## src/rif_regs.svh

```systemverilog
// Register map, bit positions and reset values of the interrupt request flags block
`ifndef RIF_REGS_SVH
`define RIF_REGS_SVH

// Register addresses
`define RIF_ADDR_FLAGS0      8'h06
`define RIF_ADDR_FLAGS1      8'h07
`define RIF_ADDR_EN0         8'h08
`define RIF_ADDR_EN1         8'h09

// Set/clear selector carried by a flag register write
`define RIF_SET_BIT          7

// First request group bit positions
`define RIF_F0_HIGH          6
`define RIF_F0_LOW           5
`define RIF_F0_DONE          4
`define RIF_F0_TX            3
`define RIF_F0_RX            2
`define RIF_F0_ERR           1
`define RIF_F0_SOF           0
`define RIF_F0_WIDTH         7

// Second request group bit positions
`define RIF_F1_COMBINED      6
`define RIF_F1_CARD          5
`define RIF_F1_TIMER_TOP     4
`define RIF_F1_WIDTH         6
`define RIF_TIMER_COUNT      5
`define RIF_FAULT_TOP        4

// Enable register bit positions
`define RIF_EN0_INVERT       7
`define RIF_EN1_PUSHPULL     7
`define RIF_EN1_PIN          6

// Reset values
`define RIF_FLAGS0_RESET     7'h00
`define RIF_FLAGS1_RESET     6'h00
`define RIF_EN0_RESET        8'h00
`define RIF_EN1_RESET        8'h00
`define RIF_RDATA_RESET      8'h00
`define RIF_RDATA_UNMAPPED   8'h00

// Command codes: idle code and the set of codes the sequencer accepts
`define RIF_CMD_IDLE         4'h0
`define RIF_CMD_VALID_MASK   16'h00ff

`endif

```

## src/rif_pkg.sv

```systemverilog
// Types shared by the interrupt request flags block
`default_nettype none

package rif_pkg;

    typedef logic [7:0] rif_byte_t;

    typedef logic [3:0] rif_cmd_code_t;

    // One-hot command tracker states
    typedef enum logic [1:0] {
        rif_st_idle = 2'b01,
        rif_st_busy = 2'b10
    } rif_cmd_state_t;

endpackage

`default_nettype wire

```

## src/rif_cmd_if.sv

```systemverilog
// Command start and completion signals between the flag block and its command tracker
`default_nettype none

interface rif_cmd_if;

    logic                   host_write;
    rif_pkg::rif_cmd_code_t host_code;
    logic                   self_end;
    logic                   done_pulse;
    rif_pkg::rif_cmd_code_t field;
    logic                   busy;

    modport tracker (
        input  host_write,
        input  host_code,
        input  self_end,
        output done_pulse,
        output field,
        output busy
    );

    modport owner (
        output host_write,
        output host_code,
        output self_end,
        input  done_pulse,
        input  field,
        input  busy
    );

endinterface

`default_nettype wire

```

## src/rif_cmd_tracker.sv

```systemverilog
// Command field tracker that reports commands returning to idle on their own
`include "rif_regs.svh"
`default_nettype none

module rif_cmd_tracker (
    // Clock and reset
    input  wire logic clock,
    input  wire logic rst,
    // Command signals
    rif_cmd_if.tracker cmd
);
    import rif_pkg::*;

    localparam logic [15:0] valid_mask = `RIF_CMD_VALID_MASK;

    rif_cmd_state_t state_reg;
    rif_cmd_code_t  field_reg;
    logic           done_reg;

    always_ff @(posedge clock or posedge rst) begin
        if (rst) begin
            state_reg <= rif_st_idle;
            field_reg <= `RIF_CMD_IDLE;
            done_reg  <= 1'b0;
        end else begin
            done_reg <= 1'b0;
            if (cmd.host_write) begin
                // A host start overrides a self end arriving in the same cycle
                if (cmd.host_code == `RIF_CMD_IDLE) begin
                    state_reg <= rif_st_idle;
                    field_reg <= `RIF_CMD_IDLE;
                end else if (!valid_mask[cmd.host_code]) begin
                    state_reg <= rif_st_idle;
                    field_reg <= `RIF_CMD_IDLE;
                    done_reg  <= 1'b1;
                end else begin
                    state_reg <= rif_st_busy;
                    field_reg <= cmd.host_code;
                end
            end else begin
                case (state_reg)
                    rif_st_idle: begin
                        state_reg <= rif_st_idle;
                    end
                    rif_st_busy: begin
                        if (cmd.self_end) begin
                            state_reg <= rif_st_idle;
                            field_reg <= `RIF_CMD_IDLE;
                            done_reg  <= 1'b1;
                        end
                    end
                    default: begin
                        state_reg <= rif_st_idle;
                        field_reg <= `RIF_CMD_IDLE;
                    end
                endcase
            end
        end
    end

    assign cmd.done_pulse = done_reg;
    assign cmd.field      = field_reg;
    assign cmd.busy       = (state_reg == rif_st_busy);

endmodule

`default_nettype wire

```

## src/rif_top.sv

```systemverilog
// Interrupt request flag, enable and pin logic of the reader front end
`include "rif_regs.svh"
`default_nettype none

module rif_top (
    // Clock and reset
    input  wire logic                   clock,
    input  wire logic                   rst,
    // Register access
    input  wire rif_pkg::rif_byte_t     reg_addr,
    input  wire logic                   reg_wr,
    input  wire rif_pkg::rif_byte_t     reg_wdata,
    input  wire logic                   reg_rd,
    output var  rif_pkg::rif_byte_t     reg_rdata,
    // Command sequencer
    input  wire logic                   cmd_write,
    input  wire rif_pkg::rif_cmd_code_t cmd_code,
    input  wire logic                   cmd_self_end,
    output wire rif_pkg::rif_cmd_code_t cmd_field,
    output wire logic                   cmd_busy,
    // FIFO watermark status
    input  wire logic                   fifo_high_watermark_status,
    input  wire logic                   fifo_low_watermark_status,
    // Transmitter and receiver events
    input  wire logic                   transmit_last_bit,
    input  wire logic                   receive_stream_end,
    input  wire logic                   frame_start_detect,
    input  wire logic                   subcarrier_detect,
    // Error sources
    input  wire logic                   fifo_write_fault,
    input  wire logic                   fifo_overflow_fault,
    input  wire logic                   protocol_fault,
    input  wire logic                   missing_data_fault,
    input  wire logic                   integrity_fault,
    // Card detection and timers
    input  wire logic                   card_detected,
    input  wire logic [4:0]             timer_underflow,
    // Interrupt pin
    output var  logic                   irq_pin_out,
    output var  logic                   irq_pin_oe,
    // Observation
    output wire logic                   combined_request
);
    import rif_pkg::*;

    // Flag and enable state
    logic [`RIF_F0_WIDTH-1:0] flags0_reg;
    logic [`RIF_F0_WIDTH-1:0] flags0_next;
    logic [`RIF_F1_WIDTH-1:0] flags1_reg;
    logic [`RIF_F1_WIDTH-1:0] flags1_next;
    logic                     combined_reg;
    logic                     combined_next;
    rif_byte_t                en0_reg;
    rif_byte_t                en1_reg;
    logic [`RIF_FAULT_TOP:0]  fault_prev_reg;

    // Write decode
    logic                     wr_flags0;
    logic                     wr_flags1;
    logic                     wr_en0;
    logic                     wr_en1;
    logic                     wr_set_mode;
    logic [`RIF_F0_WIDTH-1:0] host_set0;
    logic [`RIF_F0_WIDTH-1:0] host_clr0;
    logic [`RIF_F1_WIDTH-1:0] host_set1;
    logic [`RIF_F1_WIDTH-1:0] host_clr1;

    // Hardware events
    logic [`RIF_F0_WIDTH-1:0] hw_set0;
    logic [`RIF_F1_WIDTH-1:0] hw_set1;
    logic [`RIF_FAULT_TOP:0]  fault_now;
    logic                     fault_rise;

    // Enable fields and pin drive
    logic [`RIF_F0_WIDTH-1:0] gates0;
    logic [`RIF_F1_WIDTH-1:0] gates1;
    logic                     pin_polarity_invert;
    logic                     pin_drive_enable;
    logic                     pin_push_pull;
    logic                     pin_active;
    logic                     pin_level;
    logic                     pin_out_next;
    logic                     pin_oe_next;

    // Read path
    rif_byte_t                rdata_next;

    // Command tracker
    rif_cmd_if cmd_bus ();

    assign cmd_bus.host_write = cmd_write;
    assign cmd_bus.host_code  = cmd_code;
    assign cmd_bus.self_end   = cmd_self_end;
    assign cmd_field          = cmd_bus.field;
    assign cmd_busy           = cmd_bus.busy;

    rif_cmd_tracker u_cmd_tracker (
        .clock (clock),
        .rst   (rst),
        .cmd   (cmd_bus.tracker)
    );

    // Host write decode; the selector only qualifies this one write
    assign wr_flags0   = reg_wr && (reg_addr == `RIF_ADDR_FLAGS0);
    assign wr_flags1   = reg_wr && (reg_addr == `RIF_ADDR_FLAGS1);
    assign wr_en0      = reg_wr && (reg_addr == `RIF_ADDR_EN0);
    assign wr_en1      = reg_wr && (reg_addr == `RIF_ADDR_EN1);
    assign wr_set_mode = reg_wdata[`RIF_SET_BIT];

    assign host_set0 = (wr_flags0 && wr_set_mode)
                     ? reg_wdata[`RIF_F0_WIDTH-1:0]
                     : `RIF_FLAGS0_RESET;
    assign host_clr0 = (wr_flags0 && !wr_set_mode)
                     ? reg_wdata[`RIF_F0_WIDTH-1:0]
                     : `RIF_FLAGS0_RESET;

    // Bit 6 of a second-group write is the combined flag and is ignored
    assign host_set1 = (wr_flags1 && wr_set_mode)
                     ? reg_wdata[`RIF_F1_WIDTH-1:0]
                     : `RIF_FLAGS1_RESET;
    assign host_clr1 = (wr_flags1 && !wr_set_mode)
                     ? reg_wdata[`RIF_F1_WIDTH-1:0]
                     : `RIF_FLAGS1_RESET;

    // Each fault counts when it becomes set, not while it stays set; edges are
    // taken per source so a fault raised under a held one still counts
    assign fault_now  = {fifo_write_fault,
                         fifo_overflow_fault,
                         protocol_fault,
                         missing_data_fault,
                         integrity_fault};
    assign fault_rise = |(fault_now & ~fault_prev_reg);

    always_ff @(posedge clock or posedge rst) begin
        if (rst) begin
            fault_prev_reg <= '0;
        end else begin
            fault_prev_reg <= fault_now;
        end
    end

    // Watermark requests are set while the status is high, so a clear
    // during a still-high status does not stick
    assign hw_set0[`RIF_F0_HIGH] = fifo_high_watermark_status;
    assign hw_set0[`RIF_F0_LOW]  = fifo_low_watermark_status;
    assign hw_set0[`RIF_F0_DONE] = cmd_bus.done_pulse;
    assign hw_set0[`RIF_F0_TX]   = transmit_last_bit;
    assign hw_set0[`RIF_F0_RX]   = receive_stream_end;
    assign hw_set0[`RIF_F0_ERR]  = fault_rise;
    assign hw_set0[`RIF_F0_SOF]  = frame_start_detect | subcarrier_detect;

    assign hw_set1[`RIF_F1_CARD]                    = card_detected;
    assign hw_set1[`RIF_F1_TIMER_TOP:0]             = timer_underflow;

    // Per-bit update: a hardware set in the cycle of a host clear wins
    genvar gi;
    generate
        for (gi = 0; gi < `RIF_F0_WIDTH; gi++) begin : g_flags0
            assign flags0_next[gi] = (flags0_reg[gi] && !host_clr0[gi])
                                   || host_set0[gi]
                                   || hw_set0[gi];
        end
        for (gi = 0; gi < `RIF_F1_WIDTH; gi++) begin : g_flags1
            assign flags1_next[gi] = (flags1_reg[gi] && !host_clr1[gi])
                                   || host_set1[gi]
                                   || hw_set1[gi];
        end
    endgenerate

    always_ff @(posedge clock or posedge rst) begin
        if (rst) begin
            flags0_reg <= `RIF_FLAGS0_RESET;
        end else begin
            flags0_reg <= flags0_next;
        end
    end

    always_ff @(posedge clock or posedge rst) begin
        if (rst) begin
            flags1_reg <= `RIF_FLAGS1_RESET;
        end else begin
            flags1_reg <= flags1_next;
        end
    end

    // Enable registers are plain read/write
    always_ff @(posedge clock or posedge rst) begin
        if (rst) begin
            en0_reg <= `RIF_EN0_RESET;
        end else if (wr_en0) begin
            en0_reg <= reg_wdata;
        end
    end

    always_ff @(posedge clock or posedge rst) begin
        if (rst) begin
            en1_reg <= `RIF_EN1_RESET;
        end else if (wr_en1) begin
            en1_reg <= reg_wdata;
        end
    end

    // Enable register fields
    assign gates0              = en0_reg[`RIF_F0_WIDTH-1:0];
    assign gates1              = en1_reg[`RIF_F1_WIDTH-1:0];
    assign pin_polarity_invert = en0_reg[`RIF_EN0_INVERT];
    assign pin_drive_enable    = en1_reg[`RIF_EN1_PIN];
    assign pin_push_pull       = en1_reg[`RIF_EN1_PUSHPULL];

    // Combined request has no memory of its own: it drops one cycle after the last enabled flag
    assign combined_next = (|(flags0_reg & gates0))
                         | (|(flags1_reg & gates1));

    always_ff @(posedge clock or posedge rst) begin
        if (rst) begin
            combined_reg <= 1'b0;
        end else begin
            combined_reg <= combined_next;
        end
    end

    assign combined_request = combined_reg;

    // Pin: push-pull drives both levels, open-drain only pulls low
    assign pin_active = combined_reg && pin_drive_enable;
    assign pin_level  = pin_active ^ pin_polarity_invert;

    // An open-drain pin cannot drive high, so a high level lets go of it and
    // leaves the level to the board's pull-up
    always_comb begin
        pin_out_next = 1'b0;
        pin_oe_next  = !pin_level;
        if (pin_push_pull) begin
            pin_out_next = pin_level;
            pin_oe_next  = 1'b1;
        end
    end

    always_ff @(posedge clock or posedge rst) begin
        if (rst) begin
            irq_pin_out <= 1'b0;
            irq_pin_oe  <= 1'b0;
        end else begin
            irq_pin_out <= pin_out_next;
            irq_pin_oe  <= pin_oe_next;
        end
    end

    // Read data: selector bit reads as zero; unmapped addresses read as zero
    always_comb begin
        case (reg_addr)
            `RIF_ADDR_FLAGS0: begin
                rdata_next = {1'b0, flags0_reg};
            end
            `RIF_ADDR_FLAGS1: begin
                rdata_next = {1'b0, combined_reg, flags1_reg};
            end
            `RIF_ADDR_EN0: begin
                rdata_next = en0_reg;
            end
            `RIF_ADDR_EN1: begin
                rdata_next = en1_reg;
            end
            default: begin
                rdata_next = `RIF_RDATA_UNMAPPED;
            end
        endcase
    end

    // Read data is held between reads so a slow host may pick it up late
    always_ff @(posedge clock or posedge rst) begin
        if (rst) begin
            reg_rdata <= `RIF_RDATA_RESET;
        end else if (reg_rd) begin
            reg_rdata <= rdata_next;
        end
    end

endmodule

`default_nettype wire

```

## config.mk

```make
export PLATFORM = sky130hd
export DESIGN_NAME = rif_top
export DESIGN_NICKNAME = d
export VERILOG_FILES = /design/src/rif_pkg.sv /design/src/rif_cmd_if.sv /design/src/rif_cmd_tracker.sv /design/src/rif_top.sv
export VERILOG_INCLUDE_DIRS = /design/src /design/src/src
export SDC_FILE = /design/constraint.sdc
export NUM_CORES = 1
export LEC_CHECK = 0
export BUFFER_PORTS_ARGS = -buffer_cell sky130_fd_sc_hd__buf_4
export CORE_MARGIN = 2
export CORE_UTILIZATION = 56
export CTS_CLUSTER_SIZE = 25
export DETAILED_ROUTE_END_ITERATION = 8
export HOLD_SLACK_MARGIN = 0.1
export PLACE_DENSITY = 0.84
export SETUP_SLACK_MARGIN = 0.05
export SYNTH_ARGS = -nofsm -noshare
export SYNTH_HDL_FRONTEND = slang
export SYNTH_SLANG_ARGS = --single-unit
```

## constraint.sdc

```tcl
create_clock -name clock -period 2.7 [get_ports clock]
set_clock_uncertainty 0.15 [all_clocks]
set_input_delay 0.54 -clock clock [delete_from_list [all_inputs] [get_ports clock]]
set_output_delay 0.54 -clock clock [all_outputs]
set_load 0.02 [all_outputs]
```

==> summary.txt, run 1 <==
Global route
  • All-Layer GR Usage: 22.5%
  • Vias in the first global route: 1680
  • Initial antenna violation count: 0
  • Grt total ovfl: 0
  • First-pass GRT wire length: 7.76 mm
  • Largest net degree at the start of global routing: 37

Worst setup path
  • CP endpoint kind: register
  • Worst Path Arrival: 2130 ps
  • WS Path Type: input port to register
  • Type of origin of the critical path: input port
  • R2R Setup Slk: 1240 ps
  • Worst EP required: 2740 ps
  • CP max FO: 14

Logic synthesis
  • Synth area leaders: dfrtp_1 53%, mux2_2 8.1%, mux2i_1 6.4%
  • Yosys top cell by area: dfrtp_1
  • Average cell area after synthesis: 13.0 µm²
  • Synth warn: 0
  • Seq/Total Area, Yosys: 54.4%
  • Synthesized area: 2350 µm²
  • Synth Net Count: 224
  • Cells after Synth: 181
  • Post-synth cell types: 37
  • Yosys reg bits: 51
  • Post-synth top area share: 53.2%

Route
  • ANT nets after route: 0
  • Drt drc: 0
  • Via-to-Cell Ratio: 5.96
  • First-pass DRT Iterations: 4
  • DR iter-0 viols: 107
  • Routed len/inst: 16.9 µm
  • Total number of vias: 1751
  • Wirelength, routed: 4.97 mm

Floorplanning
  • # IOs: 59
  • Initial Utilization: 58.3%
  • Core ar.: 4030 µm²
  • Chip height: 68.8 µm
  • Die Wd: 68.8 µm
  • FP Rows: 23
  • Die footprint: 4730 µm²

Layout
  • Layout fillers: 306
  • Layout cells sized above 1: 40.6%
  • Nets: 286
  • P&R area growth vs syn: 25.1%
  • # diodes: 0

Outcome
  • Outcome: completed

CTS
  • CTS buffer count: 5
  • Total clock sinks: 51
  • Clock buffer depth: 2
  • Worst-Skew Late Latency: 310 ps
  • Reg clk slew, reported paths: 90 ps
  • Number of H-tree levels: 2
  • CTS resizes: 0
  • CTS tree: done
  • Setup bufs post-CTS: 0
  • Root Driver: clkbuf_8
  • Cts hold-fix bufs: 0

Timing
  • Worst-Margin Slew: 754 ps
  • Fmax: 478 MHz
  • Slew headroom: 49.7%
  • Fin. Hold Viols: 0
  • RSZ-0062 raised after global routing: no
  • Min Hold Slack: 198 ps
  • Number of setup violations in the final report: 0
  • Period utilization: 77.5%
  • Setup TNS: 0 ps
  • Final Slew Violations: 0
  • Tmin final: 2090 ps

Placed design
  • HPWL Detailed: 3.59 mm
  • Port Buffer Count: 57
  • Gpl congestion: 0.757

Power
  • P_leak: 0.00141 µW
  • Peak supply drop: 0.000352 V
  • Power density over the cells: 498 nW/µm²

Flow run
  • Max cap viols: 0

Min path
  • Min-delay worst type: input port to register
-- kinds of logic after synthesis --
logic type	share of synthesized area, %
AO/OA/AOI/OAI	19.4
XOR/XNOR	0.373
buffers and inverters	3.73
flip-flops	54.4
multiplexers	14.5
other	0.160
AND/OR/NAND/NOR	7.40
-- synth_stat cells (all sizes together) --
cell type / n
mux2: 17
clkbuf: 2
nor2: 5
a22o: 11
mux2i: 15
or2: 1
a22oi: 3
a21boi: 12
nand2: 5
o22ai: 7
o221ai: 1
xor2: 1
a222oi: 2
conb: 1
nor4: 3
clkinv: 1
nand4: 2
or4: 1
nor3: 1
o21ai: 1
a221oi: 2
a32o: 1
nand3: 1
nand3b: 1
or3b: 1
a311o: 13
buf: 5
a21o: 1
inv: 10
dfstp: 1
nor2b: 3
dfrtp: 50
-- critical path: stages --
cell and delay [ps]:
buf_4 110, or4_4 570, nor4_4 280, buf_12 180, a21boi_0 90, a311o_2 360
-- report_power, final --
group	switching, µW	internal, µW	leakage (µW)	total [µW]
sequential	19.6	792	0.000615	812
combinational	95.1	96.2	0.000745	191
clock	249	210	0.0000484	459
-- placed cells by master, fill, tap and decap left out, types with 2 or more instances in the layout --
master / count
a21boi_0: 9
clkbuf_8: 6
o22ai_1: 7
mux2_2: 17
nor2_1: 5
inv_1: 9
a311o_1: 9
nand2_1: 5
nor2b_1: 3
dfrtp_1: 50
a21boi_1: 3
mux2i_1: 15
buf_4: 61
nand4_2: 2
a22o_1: 11
a22oi_1: 3
a221oi_1: 2
a311o_2: 4
a222oi_1: 2
nor4_4: 2
-- routing by layer --
| layer | vias up | global-route usage, % | part of all wire (%) |
|---|---|---|---|
| li1 | 820 | - | - |
| met1 | 867 | 28.7 | 43 |
| met2 | 61 | 38.0 | 50 |
| met3 | 3 | 4.38 | 5.9 |
| met4 | 0 | 8.33 | 0.80 |
| met5 | - | 0 | 0 |
-- final cells by class --
| cell class | instances | area (µm²) | area share [%] |
|---|---|---|---|
| sequential | 51 | 1280 | 43.5 |
| clock buffer | 7 | 86.3 | 2.94 |
| clock inverter | 1 | 8.76 | 0.298 |
| tap | 50 | 62.6 | 2.13 |
| multi-input combinational | 112 | 985 | 33.5 |
| timing repair buffer | 62 | 478 | 16.3 |
| inverter | 11 | 41.3 | 1.40 |
-- per-stage QoR --
| step | util [%] | instances | cell area (µm²) | total power [µW] | worst slack (ps) |
|---|---|---|---|---|---|
| 6_report | 73.0 | 294 | 2940 | 1460 | 608 |
| 5_1_grt | 73.0 | 294 | 2940 | 1520 | 564 |
| 4_1_cts | 73.0 | 294 | 2940 | 1470 | 606 |
| 3_5_place_dp | 70.6 | 286 | 2840 | 1020 | 300 |
| 3_3_place_gp | 70.6 | 286 | 2840 | 1010 | 304 |
| 2_1_floorplan | - | 181 | 2350 | 921 | 495 |
-- path summary, 6_finish.rpt --
kind                                                   start           endpoint  cells past startpoint
worst max-delay path                             reg_addr[5]      flags0_reg[5]                      6
worst min-delay path                        fifo_write_fault  fault_prev_reg[4]                      1
worst max register to register             fault_prev_reg[1]      flags0_reg[1]                      4
worst min register to register  u_cmd_tracker.cmd.done_pulse      flags0_reg[4]                      1
max in group asynchronous                                rst       reg_rdata[7]                      3
min in group asynchronous                                rst      flags0_reg[0]                      2
No activity file was read; power rests on OpenSTA's default activity.
==> run 2: changes to the inputs <==
CORE_UTILIZATION = 47   (was 56)
PLACE_DENSITY = 0.76   (was 0.84)
clock period = 1.9 ns   (was 2.7 ns; I/O delays follow)
==> run 2 against run 1 <==
The flow now finishes with violations (setup timing). Utilization is 6.4 points lower. Sequential power grew 42%. Die area up 18%. Largest cell class unchanged.
==> summary.txt, run 2 (synthesized netlist as in run 1, its figures left out) <==
Outcome
  • Outcome: complete, but fails checks
  • Failing checks: setup timing

Layout
  • Post-Layout Cell Count: 335 (+14%)
  • Nets: 310 (+8.4%)
  • Most frequent cells in the layout: 76 x buf_4, 50 x dfrtp_1, 17 x mux2_2
  • Layout cells sized above 1: 45.9% (+5.3 points)
  • P&R area growth vs syn: 35.5%
  • # diodes: 0 (unchanged)
  • Commonest non-fill, non-tap cell in the layout: buf_4

Global route
  • Grt total ovfl: 0 (unchanged)
  • First-pass GRT wire length: 8.79 mm (+13%)
  • Initial antenna violation count: 0 (unchanged)
  • Vias in the first global route: 1910 (+14%)
  • Largest net degree at the start of global routing: 28 (-24%)
  • All-Layer GR Usage: 21.0% (-1.5 points)

Worst setup path
  • CP Cell Sequence: buf_6 -> or4_4 -> nor4_4 -> buf_4 -> a21boi_1 -> a311o_1
  • Worst EP required: 1940 ps (-800 ps)
  • CP max FO: 4 (-10)
  • Worst Path Arrival: 1970 ps (-160 ps)
  • WS Path Type: input port to register
  • CP endpoint kind: register
  • Crit-path slowest cell: or4_4
  • Type of origin of the critical path: input port
  • Largest stage delay, worst path: 570 ps (about the same)

Power
  • P_leak: 0.00152 µW (+8.2%)
  • Peak supply drop: 0.000370 V (+5.1%)
  • Power density over the cells: 641 nW/µm² (+29%)
  • Total power draw: 2040 µW (+40%)

Route
  • Wirelength, routed: 5.36 mm (+7.7%)
  • First-pass DRT Iterations: 4 (unchanged)
  • Total number of vias: 1867 (+6.6%)
  • Via-to-Cell Ratio: 5.57 (-6.4%)
  • DR iter-0 viols: 100 (-6.5%)
  • ANT nets after route: 0 (unchanged)
  • Routed len/inst: 16.0 µm (-5.5%)
  • Drt drc: 0 (unchanged)

Timing
  • Min Hold Slack: 131 ps (-67.5 ps)
  • Number of setup violations in the final report: 4 (+4)
  • Fin. Hold Viols: 0 (unchanged)
  • Tmin final: 1930 ps
  • RSZ-0062 raised after global routing: yes
  • Fin worst setup slack: -27.7 ps (-636 ps)
  • Final Slew Violations: 0 (unchanged)
  • Fmax: 519 MHz
  • Period utilization: 101%
  • Setup TNS: -80.0 ps (-80.0 ps)

Flow run
  • Max cap viols: 0 (unchanged)

CTS
  • Number of H-tree levels: 2 (unchanged)
  • Root Driver: clkbuf_8
  • Reg clk slew, reported paths: 90 ps (about the same)
  • Clock buffer depth: 2 (unchanged)
  • CTS buffer count: 5 (unchanged)
  • Worst-Skew Late Latency: 300 ps (about the same)
  • Total clock sinks: 51 (unchanged)
  • CTS tree: done

Floorplanning
  • Core ar.: 4790 µm² (+19%)
  • Die Wd: 74.7 µm (+8.6%)
  • # IOs: 59 (unchanged)
  • Die footprint: 5580 µm² (+18%)
  • Chip height: 74.7 µm (+8.6%)
  • FP Rows: 25 (+8.7%)
  • Initial Utilization: 49.1% (-9.2 points)

Placed design
  • HPWL Detailed: 3.81 mm (+6.1%)
  • Gpl congestion: 0.738 (-2.5%)
  • DP Cell Count: 314 (+9.8%)
  • Port Buffer Count: 57 (unchanged)

Min path
  • Min-delay worst type: input port to register
run 2: cell count changes in the layout (fill, tap and decap cells not counted), sizes merged:
cell	delta
buf	+18
dlygate4sd3	+6
run 2: layer usage:
metal  vias up  wire (µm)  global-route usage (%)
li1        864          -                       -
met1       902       2310                    26.8
met2        85       2570                    35.3
met3        16        339                    4.55
met4         0        138                    7.54
met5         -          0                       0
run 2: path summary, 6_finish.rpt:
| kind | slack, ps | startpoint | cells after the start | to |
|---|---|---|---|---|
| setup reg to reg | 430 | fault_prev_reg[1] | 4 | flags0_reg[1] |
| max in group asynchronous | 640 | rst | 4 | en0_reg[0] |
| min in group asynchronous | 480 | rst | 3 | en1_reg[4] |
| hold reg to reg | 310 | u_cmd_tracker.cmd.done_pulse | 1 | flags0_reg[4] |
| setup / recovery | -30 | reg_addr[5] | 6 | flags1_reg[3] |
| hold / removal | 130 | fifo_low_watermark_status | 2 | flags0_reg[5] |
run 2: cell type report:
cell class	count	area (µm²)
repair buffers	86	684
clock buffers	7	76.3
clock inverters	1	5.00
multi-input cells	112	1020
well taps	67	83.8
fillers	403	1600
flip-flops and latches	51	1280
inverters	11	41.3
run 2: through the flow:
stage,worst slack [ps],area [µm²],util [%]
floorplan,-145,2360,-
global placement,-319,2960,61.8
detailed placement,-347,2960,61.8
CTS,-4.21,3170,66.2
global route,-58.2,3180,66.5
finish,-27.7,3180,66.5
run 2: critical path: cells and delay by family:
family | cells | cell delay [ps]
buffers and inverters | 2 | 300
and+or+nand+nor | 2 | 950
AOI/OAI and AO/OA | 2 | 320
run 2: repair_timing:
item,in CTS,in global routing
buffers inserted,6,0
setup endpoints to repair,11,9
pin swaps,5,4
gates resized for setup,9,4
endpoints found under the hold margin,20,0
hold buffers,6,0
cloned,1,0
run 2: power by group:
group | internal, µW | switching, µW
logic | 155 | 146
registers | 1130 | 27.4
clock network | 259 | 329
==> run 3: changes to the inputs <==
CORE_ASPECT_RATIO = 0.8   (was default)
MAX_ROUTING_LAYER = met4   (was default)
==> run 3 against run 2 <==
The flow now finishes without violations. Power up 1.3%. First-iteration DRC count down 9.0%. Register-to-register slack worse by 40 ps. Clock power up 3%. Setup slack better by 89 ps. Flip-flop and latch count unchanged. Critical endpoint is now flags0_reg[0]. Largest power group unchanged.
==> summary.txt, run 3 (synthesized netlist as in run 1, its figures left out) <==
Route
  • DR iter-0 viols: 91 (-9.0%)
  • Via-to-Cell Ratio: 5.63 (+1.0%)
  • Wirelength, routed: 5.69 mm (+6.2%)
  • DR top layer: met4
  • Met3 WL post-DR: 382 µm (+13%)
  • Met2 routed WL: 2.68 mm (+4.3%)
  • Routed len/inst: 17.2 µm (+7.8%)
  • DRT met1 WL: 2.53 mm (+9.7%)
  • Total number of vias: 1858 (-0.48%)
  • First-pass DRT Iterations: 4 (unchanged)
  • ANT nets after route: 0 (unchanged)
  • Drt drc: 0 (unchanged)

CTS
  • CTS tree: done
  • Number of H-tree levels: 2 (unchanged)
  • Total clock sinks: 51 (unchanged)
  • Clock buffer depth: 2 (unchanged)
  • Worst-Skew Late Latency: 300 ps (about the same)
  • CTS buffer count: 5 (unchanged)
  • Root Driver: clkbuf_8
  • Reg clk slew, reported paths: 90 ps (about the same)

Layout
  • Commonest non-fill, non-tap cell in the layout: buf_4
  • Most frequent cells in the layout: 74 x buf_4, 50 x dfrtp_1, 17 x mux2_2
  • Layout fillers: 379 (-6.0%)
  • Final Cell Area: 3210 µm² (+0.75%)
  • P&R area growth vs syn: 36.5%
  • Post-Layout Cell Count: 330 (-1.5%)
  • Layout cells sized above 1: 46.7% (+0.77 points)
  • # diodes: 0 (unchanged)
  • Nets: 312 (+0.65%)

Outcome
  • Outcome: completed

Global route
  • Grt total ovfl: 0 (unchanged)
  • First-pass GRT wire length: 9.64 mm (+9.7%)
  • Initial antenna violation count: 0 (unchanged)
  • Largest net degree at the start of global routing: 23 (-18%)
  • All-Layer GR Usage: 22.9% (+2.0 points)
  • Vias in the first global route: 1978 (+3.6%)

Power
  • Power density over the cells: 644 nW/µm² (+0.52%)
  • Seq pwr share: 55.9% (-0.6 points)
  • Peak supply drop: 0.000557 V (+51%)
  • Total power draw: 2070 µW (+1.3%)
  • Clk network pwr share: 29.3% (+0.5 points)
  • Comb pwr share: 14.8% (about the same)
  • NetSw: 526 µW (+4.7%)
  • Sw frac: 25.4% (+0.84 points)
  • P_leak: 0.00154 µW (+1.1%)
  • Cell internal pwr: 1540 µW (+0.14%)

Timing
  • Fin worst setup slack: 61.2 ps (+88.9 ps)
  • RSZ-0062 raised after global routing: yes
  • Period utilization: 96.8% (-4.7 points)
  • Fin. Hold Viols: 0 (unchanged)
  • Min Hold Slack: 123 ps (-7.80 ps)
  • Final Slew Violations: 0 (unchanged)
  • Tmin final: 1840 ps (-88.9 ps)
  • Number of setup violations in the final report: 0 (-4)
  • Fmax: 544 MHz (+4.8%)

Floorplanning
  • Die Wd: 83.1 µm (+11%)
  • # IOs: 59 (unchanged)
  • Chip height: 67.2 µm (-10%)
  • Core ar.: 4710 µm² (-1.6%)
  • Die footprint: 5580 µm² (about the same)
  • FP Rows: 22 (-12%)
  • Initial Utilization: 49.9% (+0.82 points)

Placed design
  • HPWL Detailed: 4.10 mm (+7.6%)
  • Setup WS pre-CTS: -314 ps (+33.0 ps)
  • DP Cell Count: 310 (-1.3%)
  • Port Buffer Count: 57 (unchanged)
  • Gpl congestion: 0.818 (+11%)
  • Placed Area: 2970 µm² (+0.47%)

Worst setup path
  • WS Path Type: input port to register
  • Type of origin of the critical path: input port
  • Worst Path Arrival: 1890 ps (-80 ps)
  • CP endpoint kind: register
  • CP max FO: 5 (+1)
  • Worst EP required: 1950 ps (about the same)

Flow run
  • Max cap viols: 0 (unchanged)

Min path
  • Min-delay worst type: input port to register
## run 3: per-layer routing
| layer | GRT usage [%] | up-vias |
|---|---|---|
| met2 | 37.0 | 70 |
| met1 | 29.2 | 905 |
| li1 | - | 872 |
| met4 | 7.99 | 0 |
| met3 | 5.01 | 11 |
| met5 | - | - |
## run 3: stage by stage
step	utilization, %	TNS (ps)
final	68.2	0
after global routing	68.2	-4.92
after CTS	66.7	0
after detailed placement	63.1	-4440
after global placement	63.1	-4050
after floorplan	-	-1100
## run 3: worst paths after layout
path / startpoint / endpoint / slack, ps / cells past startpoint
max in group asynchronous: rst / flags0_reg[4] / 590 / 4
worst min register to register: u_cmd_tracker.cmd.done_pulse / flags0_reg[4] / 340 / 1
worst max-delay path: reg_addr[6] / flags0_reg[0] / 60 / 8
worst max register to register: fault_prev_reg[1] / flags0_reg[1] / 390 / 4
worst min-delay path: timer_underflow[1] / flags1_reg[1] / 120 / 2
min in group asynchronous: rst / en1_reg[5] / 500 / 3
## run 3: what timing repair did
item                                    in CTS  in global routing
buffers inserted                             2                  4
endpoints found under the setup margin       6                 13
pin swaps                                   10                  7
hold buffers                                 6                  0
endpoints found under the hold margin       24                  0
gates resized for setup                      7                 10
## run 3: power groups by stage
| stage | clock network [µW] | logic, µW | registers (µW) |
|---|---|---|---|
| final | 606 | 306 | 1160 |
| after global routing | 670 | 332 | 1160 |
| after CTS | 622 | 304 | 1150 |
| after detailed placement | 0 | 292 | 1180 |
| after global placement | 0 | 286 | 1170 |
| after floorplan | 0 | 124 | 1190 |
## run 3: final cells by class
class	instances	area, µm²	share of cell area, %
flip-flops and latches	51	1280	39.8
multi-input cells	112	1020	31.7
repair buffers	88	714	22.3
clock buffers	7	76.3	2.38
well taps	60	75.1	2.34
inverters	11	41.3	1.29
clock inverters	1	5.00	0.156
## run 3: worst max-delay path: stages
cell and delay, ps:
buf_6 90, or4_4 570, nor4_4 240, buf_4 190
buf_6 100, buf_6 100, nand2_2 40, a21o_1 160
